**config.mk**
```make
export PLATFORM = sky130hd
export DESIGN_NAME = eight_bit_timer_counter
export DESIGN_NICKNAME = d
export VERILOG_FILES = /design/src/hdl/tick_timer_pkg.sv /design/src/hdl/eight_bit_timer_counter.sv
export VERILOG_INCLUDE_DIRS = /design/src /design/src/hdl
export SDC_FILE = /design/constraint.sdc
export NUM_CORES = 1
export LEC_CHECK = 0
export BUFFER_PORTS_ARGS = -buffer_cell sky130_fd_sc_hd__buf_2
export CAP_MARGIN = 30
export CORE_AREA = 8 8 80 82
export CTS_CLUSTER_DIAMETER = 100
export DETAILED_ROUTE_END_ITERATION = 8
export DIE_AREA = 0 0 88 90
export PLACE_DENSITY = 0.74
export SYNTH_ARGS = -nofsm -noshare
export SYNTH_HDL_FRONTEND = slang
export SYNTH_SLANG_ARGS = --single-unit
```
**constraint.sdc**
```tcl
create_clock -name sys_clk -period 3.8 [get_ports sys_clk]
set_input_delay 0.38 -clock sys_clk [delete_from_list [all_inputs] [get_ports sys_clk]]
set_output_delay 0.38 -clock sys_clk [all_outputs]
set_load 0.01 [all_outputs]
```
**src/hdl/tick_timer_params.svh**
```systemverilog
// register map, field positions and timing counts of the tick timer
//
// Functional notes
// timer mode (clock source select 0) counts every instruction cycle
// a tick count write blocks counting for the next two instruction cycles
// counter mode counts selected edges of pin or sensing oscillator
// source select 1 with external select 0 counts pin edges
// source select 1 with external select 1 counts oscillator edges
// edge select bit picks rising or falling edges of either source
// clearing the bypass bit routes the count source through the prescaler
// eight prescale ratios 1:2 up to 1:256 from a 3-bit field
// rate code n divides by two to the power n plus one
// ratio 1:1 only while the prescaler bypass bit is set
// prescaler unreachable by software, cleared by every tick count write
// wrap from FFh to 00h is an overflow event, enable gates the interrupt; the status bit with its mask bit also raises irq, ungated by the enable
// overflow flag set on every wrap regardless of the enable bit
// only software clears the overflow flag
// interrupt request high while flag and enable are both set
// counter mode increments are sampled in the Q2 and Q4 phases
// during sleep counting stops and the tick count holds
// overflow cannot wake from sleep since the counter is frozen
// dedicated 8-bit prescaler, separate from the watchdog prescaler
`ifndef TICK_TIMER_PARAMS_SVH
`define TICK_TIMER_PARAMS_SVH

`define ADDR_TICK 8'h00
`define ADDR_OPT 8'h04
`define ADDR_IRQC 8'h08
`define ADDR_STS 8'h0C
`define ADDR_MASK 8'h10
`define ADDR_CAPS 8'h14

`define OPT_CS_BIT 5
`define OPT_SE_BIT 4
`define OPT_PSA_BIT 3
`define OPT_RATE_HI 2
`define OPT_RATE_LO 0
`define OPT_RST 6'h3F

`define IRQC_EN_BIT 5
`define IRQC_FLAG_BIT 2
`define STS_OVF_BIT 0
`define MASK_OVF_BIT 0
`define CAPS_XCS_BIT 0

`define PHASE_Q2 2'h1
`define PHASE_Q4 2'h3
`define PHASE_STEP 2'h1
`define INHIBIT_CYC 2'h2
`define INHIBIT_STEP 2'h1
`define TICK_MAX 8'hFF
`define TICK_STEP 8'h01
`define PSC_BASE 8'h02
`define PSC_STEP 8'h01

`endif

```
**src/hdl/tick_timer_pkg.sv**
```systemverilog
// types shared by the tick timer
package tick_timer_pkg;
  typedef enum logic [1:0] {SRC_INSTR, SRC_PIN, SRC_CAP} src_t;
endpackage

```
**src/hdl/eight_bit_timer_counter.sv**
```systemverilog
// 8-bit timer/counter with prescaler, avalon-mm registers and interrupt
`include "tick_timer_params.svh"

module eight_bit_timer_counter
  import tick_timer_pkg::*;
(
  input wire logic sys_clk,
  input wire logic rst,
  input wire logic [7:0] avs_address,
  input wire logic avs_read,
  input wire logic avs_write,
  input wire logic [31:0] avs_writedata,
  input wire logic [3:0] avs_byteenable,
  output logic [31:0] avs_readdata,
  output logic avs_waitrequest,
  input wire logic ext_clk_pin,
  input wire logic cap_sense_osc_clk,
  input wire logic sleep,
  output logic irq
);

  ////////////////////////////////////////////////////////////////////////////
  // bus slave: one wait state on every access

  logic ack_r;
  logic req;
  logic wr_acc;
  logic rd_acc;
  logic wr_tick;
  logic wr_opt;
  logic wr_irqc;
  logic wr_mask;
  logic wr_caps;
  logic rd_sts;
  logic [31:0] rd_mux;
  logic [31:0] readdata_r;

  assign req = avs_read | avs_write;
  assign avs_waitrequest = req & ~ack_r;
  assign wr_acc = avs_write & ack_r & avs_byteenable[0];
  assign rd_acc = avs_read & ack_r;
  assign wr_tick = wr_acc && (avs_address == `ADDR_TICK);
  assign wr_opt = wr_acc && (avs_address == `ADDR_OPT);
  assign wr_irqc = wr_acc && (avs_address == `ADDR_IRQC);
  assign wr_mask = wr_acc && (avs_address == `ADDR_MASK);
  assign wr_caps = wr_acc && (avs_address == `ADDR_CAPS);
  assign rd_sts = rd_acc && (avs_address == `ADDR_STS);
  assign avs_readdata = readdata_r;

  always_ff @(posedge sys_clk or posedge rst) begin
    if (rst) begin
      ack_r <= 1'b0;
    end else begin
      ack_r <= req & ~ack_r;
    end
  end

  ////////////////////////////////////////////////////////////////////////////
  // software-visible control bits

  logic [5:0] opt_r;
  logic ovf_irq_en;
  logic ovf_flag;
  logic ext_src_sel;
  logic sts_r;
  logic mask_r;
  logic clk_src_sel;
  logic src_edge_sel;
  logic prescale_bypass;
  logic [2:0] prescale_rate;
  logic ovf_evt;

  assign clk_src_sel = opt_r[`OPT_CS_BIT];
  assign src_edge_sel = opt_r[`OPT_SE_BIT];
  assign prescale_bypass = opt_r[`OPT_PSA_BIT];
  assign prescale_rate = opt_r[`OPT_RATE_HI:`OPT_RATE_LO];

  always_ff @(posedge sys_clk or posedge rst) begin
    if (rst) begin
      opt_r <= `OPT_RST;
    end else if (wr_opt) begin
      opt_r <= avs_writedata[5:0];
    end
  end

  always_ff @(posedge sys_clk or posedge rst) begin
    if (rst) begin
      ovf_irq_en <= 1'b0;
      mask_r <= 1'b0;
      ext_src_sel <= 1'b0;
    end else begin
      if (wr_irqc) begin
        ovf_irq_en <= avs_writedata[`IRQC_EN_BIT];
      end
      if (wr_mask) begin
        mask_r <= avs_writedata[`MASK_OVF_BIT];
      end
      if (wr_caps) begin
        ext_src_sel <= avs_writedata[`CAPS_XCS_BIT];
      end
    end
  end

  // hardware only sets; a wrap in the clearing cycle wins
  always_ff @(posedge sys_clk or posedge rst) begin
    if (rst) begin
      ovf_flag <= 1'b0;
    end else if (ovf_evt) begin
      ovf_flag <= 1'b1;
    end else if (wr_irqc) begin
      ovf_flag <= avs_writedata[`IRQC_FLAG_BIT];
    end
  end

  // only the bit that was returned is cleared, so a late event survives
  always_ff @(posedge sys_clk or posedge rst) begin
    if (rst) begin
      sts_r <= 1'b0;
    end else begin
      sts_r <= (sts_r & ~(rd_sts & readdata_r[`STS_OVF_BIT])) | ovf_evt;
    end
  end

  assign irq = (ovf_flag & ovf_irq_en) | (sts_r & mask_r);

  ////////////////////////////////////////////////////////////////////////////
  // instruction cycle phases: one system clock each, four per cycle

  logic [1:0] phase_r;
  logic q4;
  logic sample;

  always_ff @(posedge sys_clk or posedge rst) begin
    if (rst) begin
      phase_r <= 2'h0;
    end else begin
      phase_r <= phase_r + `PHASE_STEP;
    end
  end

  assign q4 = phase_r == `PHASE_Q4;
  assign sample = (phase_r == `PHASE_Q2) | q4;

  ////////////////////////////////////////////////////////////////////////////
  // count source selection and edge detection

  src_t src;
  logic sel_lvl;
  logic sel_prev_r;
  logic ext_edge;
  logic src_pulse;

  always_comb begin
    if (!clk_src_sel) begin
      src = SRC_INSTR;
    end else if (ext_src_sel) begin
      src = SRC_CAP;
    end else begin
      src = SRC_PIN;
    end
  end

  always_comb begin
    case (src)
      SRC_PIN: sel_lvl = ext_clk_pin;
      SRC_CAP: sel_lvl = cap_sense_osc_clk;
      default: sel_lvl = 1'b0;
    endcase
  end

  always_ff @(posedge sys_clk or posedge rst) begin
    if (rst) begin
      sel_prev_r <= 1'b0;
    end else begin
      sel_prev_r <= sel_lvl;
    end
  end

  // edge select 1 counts high-to-low, 0 counts low-to-high
  assign ext_edge = src_edge_sel ? (sel_prev_r & ~sel_lvl)
                                 : (~sel_prev_r & sel_lvl);

  // no count source pulse passes in sleep, so no overflow can arise to wake the core
  always_comb begin
    case (src)
      SRC_INSTR: src_pulse = q4 & ~sleep;
      default: src_pulse = ext_edge & ~sleep;
    endcase
  end

  ////////////////////////////////////////////////////////////////////////////
  // prescaler: private to this counter, never on the bus

  logic [7:0] psc_r;
  logic [7:0] psc_mask;
  logic psc_full;
  logic inc_pulse;

  assign psc_mask = 8'((`PSC_BASE << prescale_rate) - `PSC_STEP);
  assign psc_full = (psc_r & psc_mask) == psc_mask;
  assign inc_pulse = src_pulse & (prescale_bypass | psc_full);

  always_ff @(posedge sys_clk or posedge rst) begin
    if (rst) begin
      psc_r <= 8'h00;
    end else if (wr_tick) begin
      psc_r <= 8'h00;
    end else if (src_pulse & ~prescale_bypass) begin
      psc_r <= psc_r + `PSC_STEP;
    end
  end

  ////////////////////////////////////////////////////////////////////////////
  // synchronisation, write inhibit and the tick count

  logic pend_r;
  logic [1:0] inhib_r;
  logic [7:0] tick_count;
  logic take;

  // an increment waits for the next Q2 or Q4 sample
  always_ff @(posedge sys_clk or posedge rst) begin
    if (rst) begin
      pend_r <= 1'b0;
    end else if (wr_tick) begin
      pend_r <= 1'b0;
    end else if (!sleep) begin
      pend_r <= ~sample & (pend_r | inc_pulse);
    end
  end

  always_ff @(posedge sys_clk or posedge rst) begin
    if (rst) begin
      inhib_r <= 2'h0;
    end else if (wr_tick) begin
      inhib_r <= `INHIBIT_CYC;
    end else if (q4 && inhib_r != 2'h0) begin
      inhib_r <= inhib_r - `INHIBIT_STEP;
    end
  end

  // an increment sampled while inhibited is dropped, as the hardware does
  assign take = ~sleep & sample & (pend_r | inc_pulse) & ~wr_tick
                & (inhib_r == 2'h0);
  assign ovf_evt = take & (tick_count == `TICK_MAX);

  always_ff @(posedge sys_clk or posedge rst) begin
    if (rst) begin
      tick_count <= 8'h00;
    end else if (wr_tick) begin
      tick_count <= avs_writedata[7:0];
    end else if (take) begin
      tick_count <= tick_count + `TICK_STEP;
    end
  end

  ////////////////////////////////////////////////////////////////////////////
  // read data, captured in the wait cycle

  always_comb begin
    case (avs_address)
      `ADDR_TICK: rd_mux = 32'(tick_count);
      `ADDR_OPT: rd_mux = 32'(opt_r);
      `ADDR_IRQC: rd_mux = 32'({ovf_irq_en, 2'b00, ovf_flag, 2'b00});
      `ADDR_STS: rd_mux = 32'(sts_r);
      `ADDR_MASK: rd_mux = 32'(mask_r);
      `ADDR_CAPS: rd_mux = 32'(ext_src_sel);
      default: rd_mux = 32'h0000_0000;
    endcase
  end

  always_ff @(posedge sys_clk or posedge rst) begin
    if (rst) begin
      readdata_r <= 32'h0000_0000;
    end else if (avs_read & ~ack_r) begin
      readdata_r <= rd_mux;
    end
  end
endmodule

```
# [Word-level counts from Yosys, hierarchy flattened]
# Index checks and enable logic that the tools add are counted.
[op_classes] n_reduce_logical=15 shifts=1 add_sub_neg=5 bitwise=36 n_eq_ne=12 mux=16
[op_table] cell="one-hot mux 8 bit (6 select lines)" count=1
[op_table] cell="2-to-1 mux 8 bit" count=4
[op_table] cell="bitwise AND 1 bit" count=21
[op_table] cell="adder 8 x 1 -> 8 bit, second input constant" count=2
[op_table] cell="equality test 8 x 4 -> 1 bit, second input constant" count=2
[op_table] cell="equality test 8 x 5 -> 1 bit, second input constant" count=2
[op_table] cell="nonzero test 2 bit" count=5
[op_table] cell="bitwise AND 8 bit" count=1
[op_table] cell="equality test 8 x 3 -> 1 bit, second input constant" count=1
[op_table] cell="equality test 8 bit" count=1
[op_table] cell="equality test 8 bit, second input constant" count=1
[op_table] cell="zero test 8 bit" count=1
[op_table] cell="2-to-1 mux 2 bit" count=4
[op_table] cell="inverter 1 bit" count=8
[op_table] cell="<< shifter 2 x 3 -> 8 bit, first input constant" count=1
[op_table] cell="subtractor 8 x 1 -> 8 bit, second input constant" count=1
[op_table] cell="logical AND 1 bit" count=7
[op_table] cell="2-to-1 mux 1 bit" count=6
[op_table] cell="OR 1 bit" count=6
[op_table] cell="equality test 2 x 1 -> 1 bit, second input constant" count=2
[op_table] cell="equality test 2 bit, second input constant" count=2
[op_table] cell="zero test 2 bit" count=2
[op_table] cell="adder 2 x 1 -> 2 bit, second input constant" count=1
[op_table] cell="inequality test 2 x 1 -> 1 bit, second input constant" count=1
[op_table] cell="2 further kinds" count=2
[totals] wordCells=99 inputBits=51 ff_bits=66 output_inout_bits=34

# [Depth between registers and ports, before layout]
[logic_depth] depth_word=16 mapped_depth=11 mapped_depth_nobuf=10

# [Worst setup path before layout]
# No wires, ideal clock.
[synth_path] path_type="register -> register" startpoint="reg opt_r[1]" endpoint="reg tick_count[7]" path_buffers=1 setup_slack_ns=1.035 arrival_ns=2.634 synth_period_minus_slack_ns=2.765 stages_incl_launch_ff=12 setup_ns=0.131 cell_sequence="dfstp_2 buf_2 inv_1 nand3_1 ha_1 or3b_2 a31oi_1 nor3_1 a31oi_1 or3_4 nor4_1 or3_1"
[synth_between] elab_chain_len=11
[synth_lines] element="from (decl)" line="eight_bit_timer_counter.sv:61" source="logic [5:0] opt_r;"
[synth_lines] element="from (signal assigned)" line="eight_bit_timer_counter.sv:80" source="opt_r <= `OPT_RST;"
[synth_lines] element="from (signal assigned)" line="eight_bit_timer_counter.sv:82" source="opt_r <= avs_writedata[5:0];"
[synth_lines] element="<< shifter 2 x 3 -> 8 bit (no source line) *"
[synth_lines] element="subtractor 8 x 1 -> 8 bit (no source line) *"
[synth_lines] element="bitwise AND 8 bit" line="eight_bit_timer_counter.sv:200" source="assign psc_full = (psc_r & psc_mask) == psc_mask;"
[synth_lines] element="equality test 8 bit *" line="eight_bit_timer_counter.sv:200"
[synth_lines] element="OR 1 bit *" line="eight_bit_timer_counter.sv:201" source="assign inc_pulse = src_pulse & (prescale_bypass | psc_full);"
[synth_lines] element="bitwise AND 1 bit *" line="eight_bit_timer_counter.sv:201"
[synth_lines] element="OR 1 bit *" line="eight_bit_timer_counter.sv:243" source="assign take = ~sleep & sample & (pend_r | inc_pulse) & ~wr_tick"
[synth_lines] element="bitwise AND 1 bit * (2 in a row)" line="eight_bit_timer_counter.sv:243"
[synth_lines] element="bitwise AND 1 bit *" line="eight_bit_timer_counter.sv:244" source="& (inhib_r == 2'h0);"
[synth_lines] element="nonzero test 2 bit (no source line) *"
[synth_lines] element="to (signal assigned)" line="eight_bit_timer_counter.sv:251" source="tick_count <= avs_writedata[7:0];"
[synth_lines] element="to (signal assigned)" line="eight_bit_timer_counter.sv:253" source="tick_count <= tick_count + `TICK_STEP;"
[synth_lines] element="to (decl)" line="eight_bit_timer_counter.sv:218" source="logic [7:0] tick_count;"
# Every way passes the cells marked *; elsewhere a longest branch is shown, timed or not.
# A chain may end at the register's enable or synchronous reset.

# [Worst setup path after layout]
[layout_path] startpoint="reg opt_r[2]" endpoint="reg tick_count[7]"
# The elaborated chain is that of the path after synthesis.

==> impl_metrics.toml <==
[drt]
drc = 0
drtIter0Drc = 105
drt_pass1_iterations = 4
drt.antenna.violating_nets = 0
num_vias = 1903
wl_per_cell_um = 13.4
viasPerCell = 5.03
totalWireLength_um = 5080

[power]
power_frac_seq_pct = 50.7
p_sw_share_pct = 28.1
intPower_mw = 0.801
p_per_area_nw_per_um2 = 403
irDropWorstVdd_mv = 0.187
switching_power_mw = 0.313
leakage_nw = 1.29
clockPowerShare_pct = 32.3
p_comb_share_pct = 17.0

[grt]
grt_max_degree = 43
grt_usage_pct = 13.5
grt_pass1_wl_um = 8740
grt_pass1_vias = 1862
grt_overflow = 0
antenna_found_initial = 0

[setup_path]
cp.depth = 11
crit_type = "register to register"
r2r-start = "opt_r[2]"
critical_path.top_delay_family = "simple AND/OR/NAND/NOR gates"
reg2reg_slack_ps = 840
end_kind = "register"
cp-start-kind = "register"
path_buf_inv = 2
worst_ep_required_time_ps = 3980
cp.arrival_ps = 3140
critPathLaunch = "opt_r[2]"
reg2regPathDepth = 11
crit_path_end = "tick_count[7]"
cp_max_fo = 9
cpMaxStageDelayCell = "dfstp_2"
crit_chain = "inv_1 > nand3_1 > ha_1 > nor4bb_1 > o21ai_0 > o2111ai_1 > a31oi_1 > buf_4 > or3_4 > and3_1 > or3_1"
worstReg2RegEnd = "tick_count[7]"
cpPeakStageDelay_ps = 600

[sta]
fmax_mhz = 338
drv_slew = 0
hold_slack_ps = 205
skew_ps = 11.8
fin_tns_setup_ps = 0
setup_viol = 0
fin_crit_sh_pct = 77.9
fin_crit_ps = 2960
tightest_slew_ps = 671
hold_viol_final = 0
rsz0062_at_grt = "false"
relSlewSlack_pct = 54.9

[cells_and_area]
fillCellCount = 506
drive_above_1_share_pct = 21.2
fin_nets = 362
diodes = 0
syn2layout_area_growth_pct = 10.9

[clock_tree]
root_buffer = "clkbuf_8"
clk_transition_reported_paths_ps = 80
cts_resized = 0
cts_tree = "built"
htree_levels = 2
post_cts_buffers = 0
clockBufferDepth = 2
cts_buffers = 5
ctsHoldBuffers = 0
worstSkewPairLatency_ps = 290
cts.sinks = 42

[synth]
syn_area_um2 = 2490
synth-seq-cells = 42
synthCells = 270
synthTopCellsByArea = "dfrtp_1 36%, buf_4 7.2%, dfstp_2 6.3%"
yosys_warnings = 0
synth_top_area_share_pct = 36.1
yosysTopAreaCell = "dfrtp_1"
seq_area_frac_synth_pct = 42.4
ys_types = 49
syn_avg_cell_area_um2 = 9.24

[floorplan]
std_cell_rows = 27
die-height_um = 90
io_pins = 85
design.die.area_um2 = 7920
initial_core_util_pct = 47.6
core_area_um2 = 5240
die_x_um = 88

[job]
cap_violations = 0

[placed_design]
place_congestion = 0.850
portBuffers = 33
dp_hpwl_um = 3950

[outcome]
outcome = "finished clean"

[min_path]
min_path_type = "primary input to asynchronous set/reset pin"
-- worst reg2reg max path, cell delays in order (launching register included) --
cell and delay, ps:
dfstp_2 600, inv_1 110, nand3_1 130, ha_1 310
nor4bb_1 220, o21ai_0 130, o2111ai_1 110, a31oi_1 110
buf_4 170, or3_4 420, and3_1 190, or3_1 360
-- cells in the mapped netlist (all sizes together) --
master / number
conb: 1
mux2: 9
ha: 6
o211ai: 1
or3b: 1
xnor2: 7
nand3b: 1
and4: 1
dfrtp: 36
buf: 26
and2: 1
o31ai: 1
o21ai: 14
or3: 3
nor4bb: 1
nand2b: 2
a21bo: 1
nand4bb: 1
a31oi: 2
xor2: 6
nor2b: 6
a211oi: 2
nand2: 26
nand3: 14
and3: 5
and2b: 1
or4: 2
o221ai: 1
or2: 1
a21oi: 11
mux2i: 9
clkbuf: 5
o311ai: 1
nor4b: 1
nand4: 5
nor4: 2
nor2: 27
dfstp: 6
inv: 12
o21bai: 1
o2111ai: 1
nor3: 6
nor3b: 2
a22o: 2
-- cell families after synthesis --
logic type / after synthesis / share of synthesized area [%]
adders and majority gates: 6 / 3.01
DFF: 42 / 42.4
xor gates and xnor gates: 13 / 4.57
AOI/OAI and AO/OA: 38 / 9.18
and+or+nand+nor: 109 / 22.6
muxes: 18 / 7.83
other: 1 / 0.150
buffers and inverters: 43 / 10.2
-- worst min-delay path by stage --
| stage | startpoint | to | slack (ps) | depth (start not counted) |
|---|---|---|---|---|
| floorplan | phase_r[0] | phase_r[0] | 430 | 1 |
| global placement | phase_r[0] | phase_r[0] | 450 | 1 |
| detailed placement | phase_r[0] | phase_r[0] | 450 | 1 |
| CTS | rst | tick_count[6] | 220 | 3 |
| global route | rst | tick_count[5] | 250 | 3 |
| finish | rst | psc_r[4] | 200 | 3 |
-- per-stage QoR --
stage	instances	setup WS [ps]	util (%)	cell area [µm²]	power [mW]
floorplan	293	1030	-	2580	0.718
global placement	370	949	50.6	2650	0.754
detailed placement	370	854	50.6	2650	0.762
CTS	378	853	52.8	2770	1.12
global route	378	616	52.8	2770	1.19
finish	378	840	52.8	2770	1.11
-- layout by cell type (no fill, tap or decap), drive strengths merged, types with 3 or more instances in the layout --
| cell type | instances |
|---|---|
| mux2i | 9 |
| a21oi | 11 |
| buf | 36 |
| mux2 | 9 |
| xor2 | 6 |
| nand3 | 14 |
| nor3 | 6 |
| nand2 | 26 |
| nor2 | 27 |
| clkbuf | 7 |
| conb | 24 |
| dfrtp | 36 |
| inv | 12 |
| nand4 | 5 |
| o21ai | 14 |
| ha | 6 |
| nor2b | 6 |
| dfstp | 6 |
| xnor2 | 7 |
| and3 | 5 |
| or3 | 3 |
-- metal layers --
| metal | global-route usage [%] | up-vias | share of wire, % |
|---|---|---|---|
| met5 | 0 | - | 0 |
| li1 | - | 957 | - |
| met2 | 21.5 | 42 | 48 |
| met3 | 2.37 | 2 | 6.0 |
| met1 | 17.6 | 902 | 45 |
| met4 | 5.16 | 0 | 0.87 |
-- cell type report --
| cell class | count | area, µm² | area share, % |
|---|---|---|---|
| clock buffer | 7 | 86.3 | 3.12 |
| clock inverter | 1 | 30.0 | 1.09 |
| inverter | 12 | 45.0 | 1.63 |
| multi-input combinational | 208 | 1270 | 45.8 |
| sequential | 42 | 1060 | 38.3 |
| tap | 72 | 90.1 | 3.26 |
| timing repair buffer | 36 | 188 | 6.79 |
-- power by group through the flow --
stage          registers, mW  logic [mW]  clock network [mW]
2_1_floorplan          0.552       0.165                   0
3_3_place_gp           0.568       0.186                   0
3_5_place_dp           0.571       0.191                   0
4_1_cts                0.563       0.191               0.370
5_1_grt                0.574       0.226               0.393
6_report               0.564       0.190               0.360
-- registers in the layout, summed over array words and instances (netlist names), 2 cells and up --
| name | cells |
|---|---|
| psc_r | 8 |
| inhib_r | 2 |
| avs_readdata | 8 |
| phase_r | 2 |
| opt_r | 6 |
| tick_count | 8 |
Note: power is estimated with default switching activity, not from simulation.
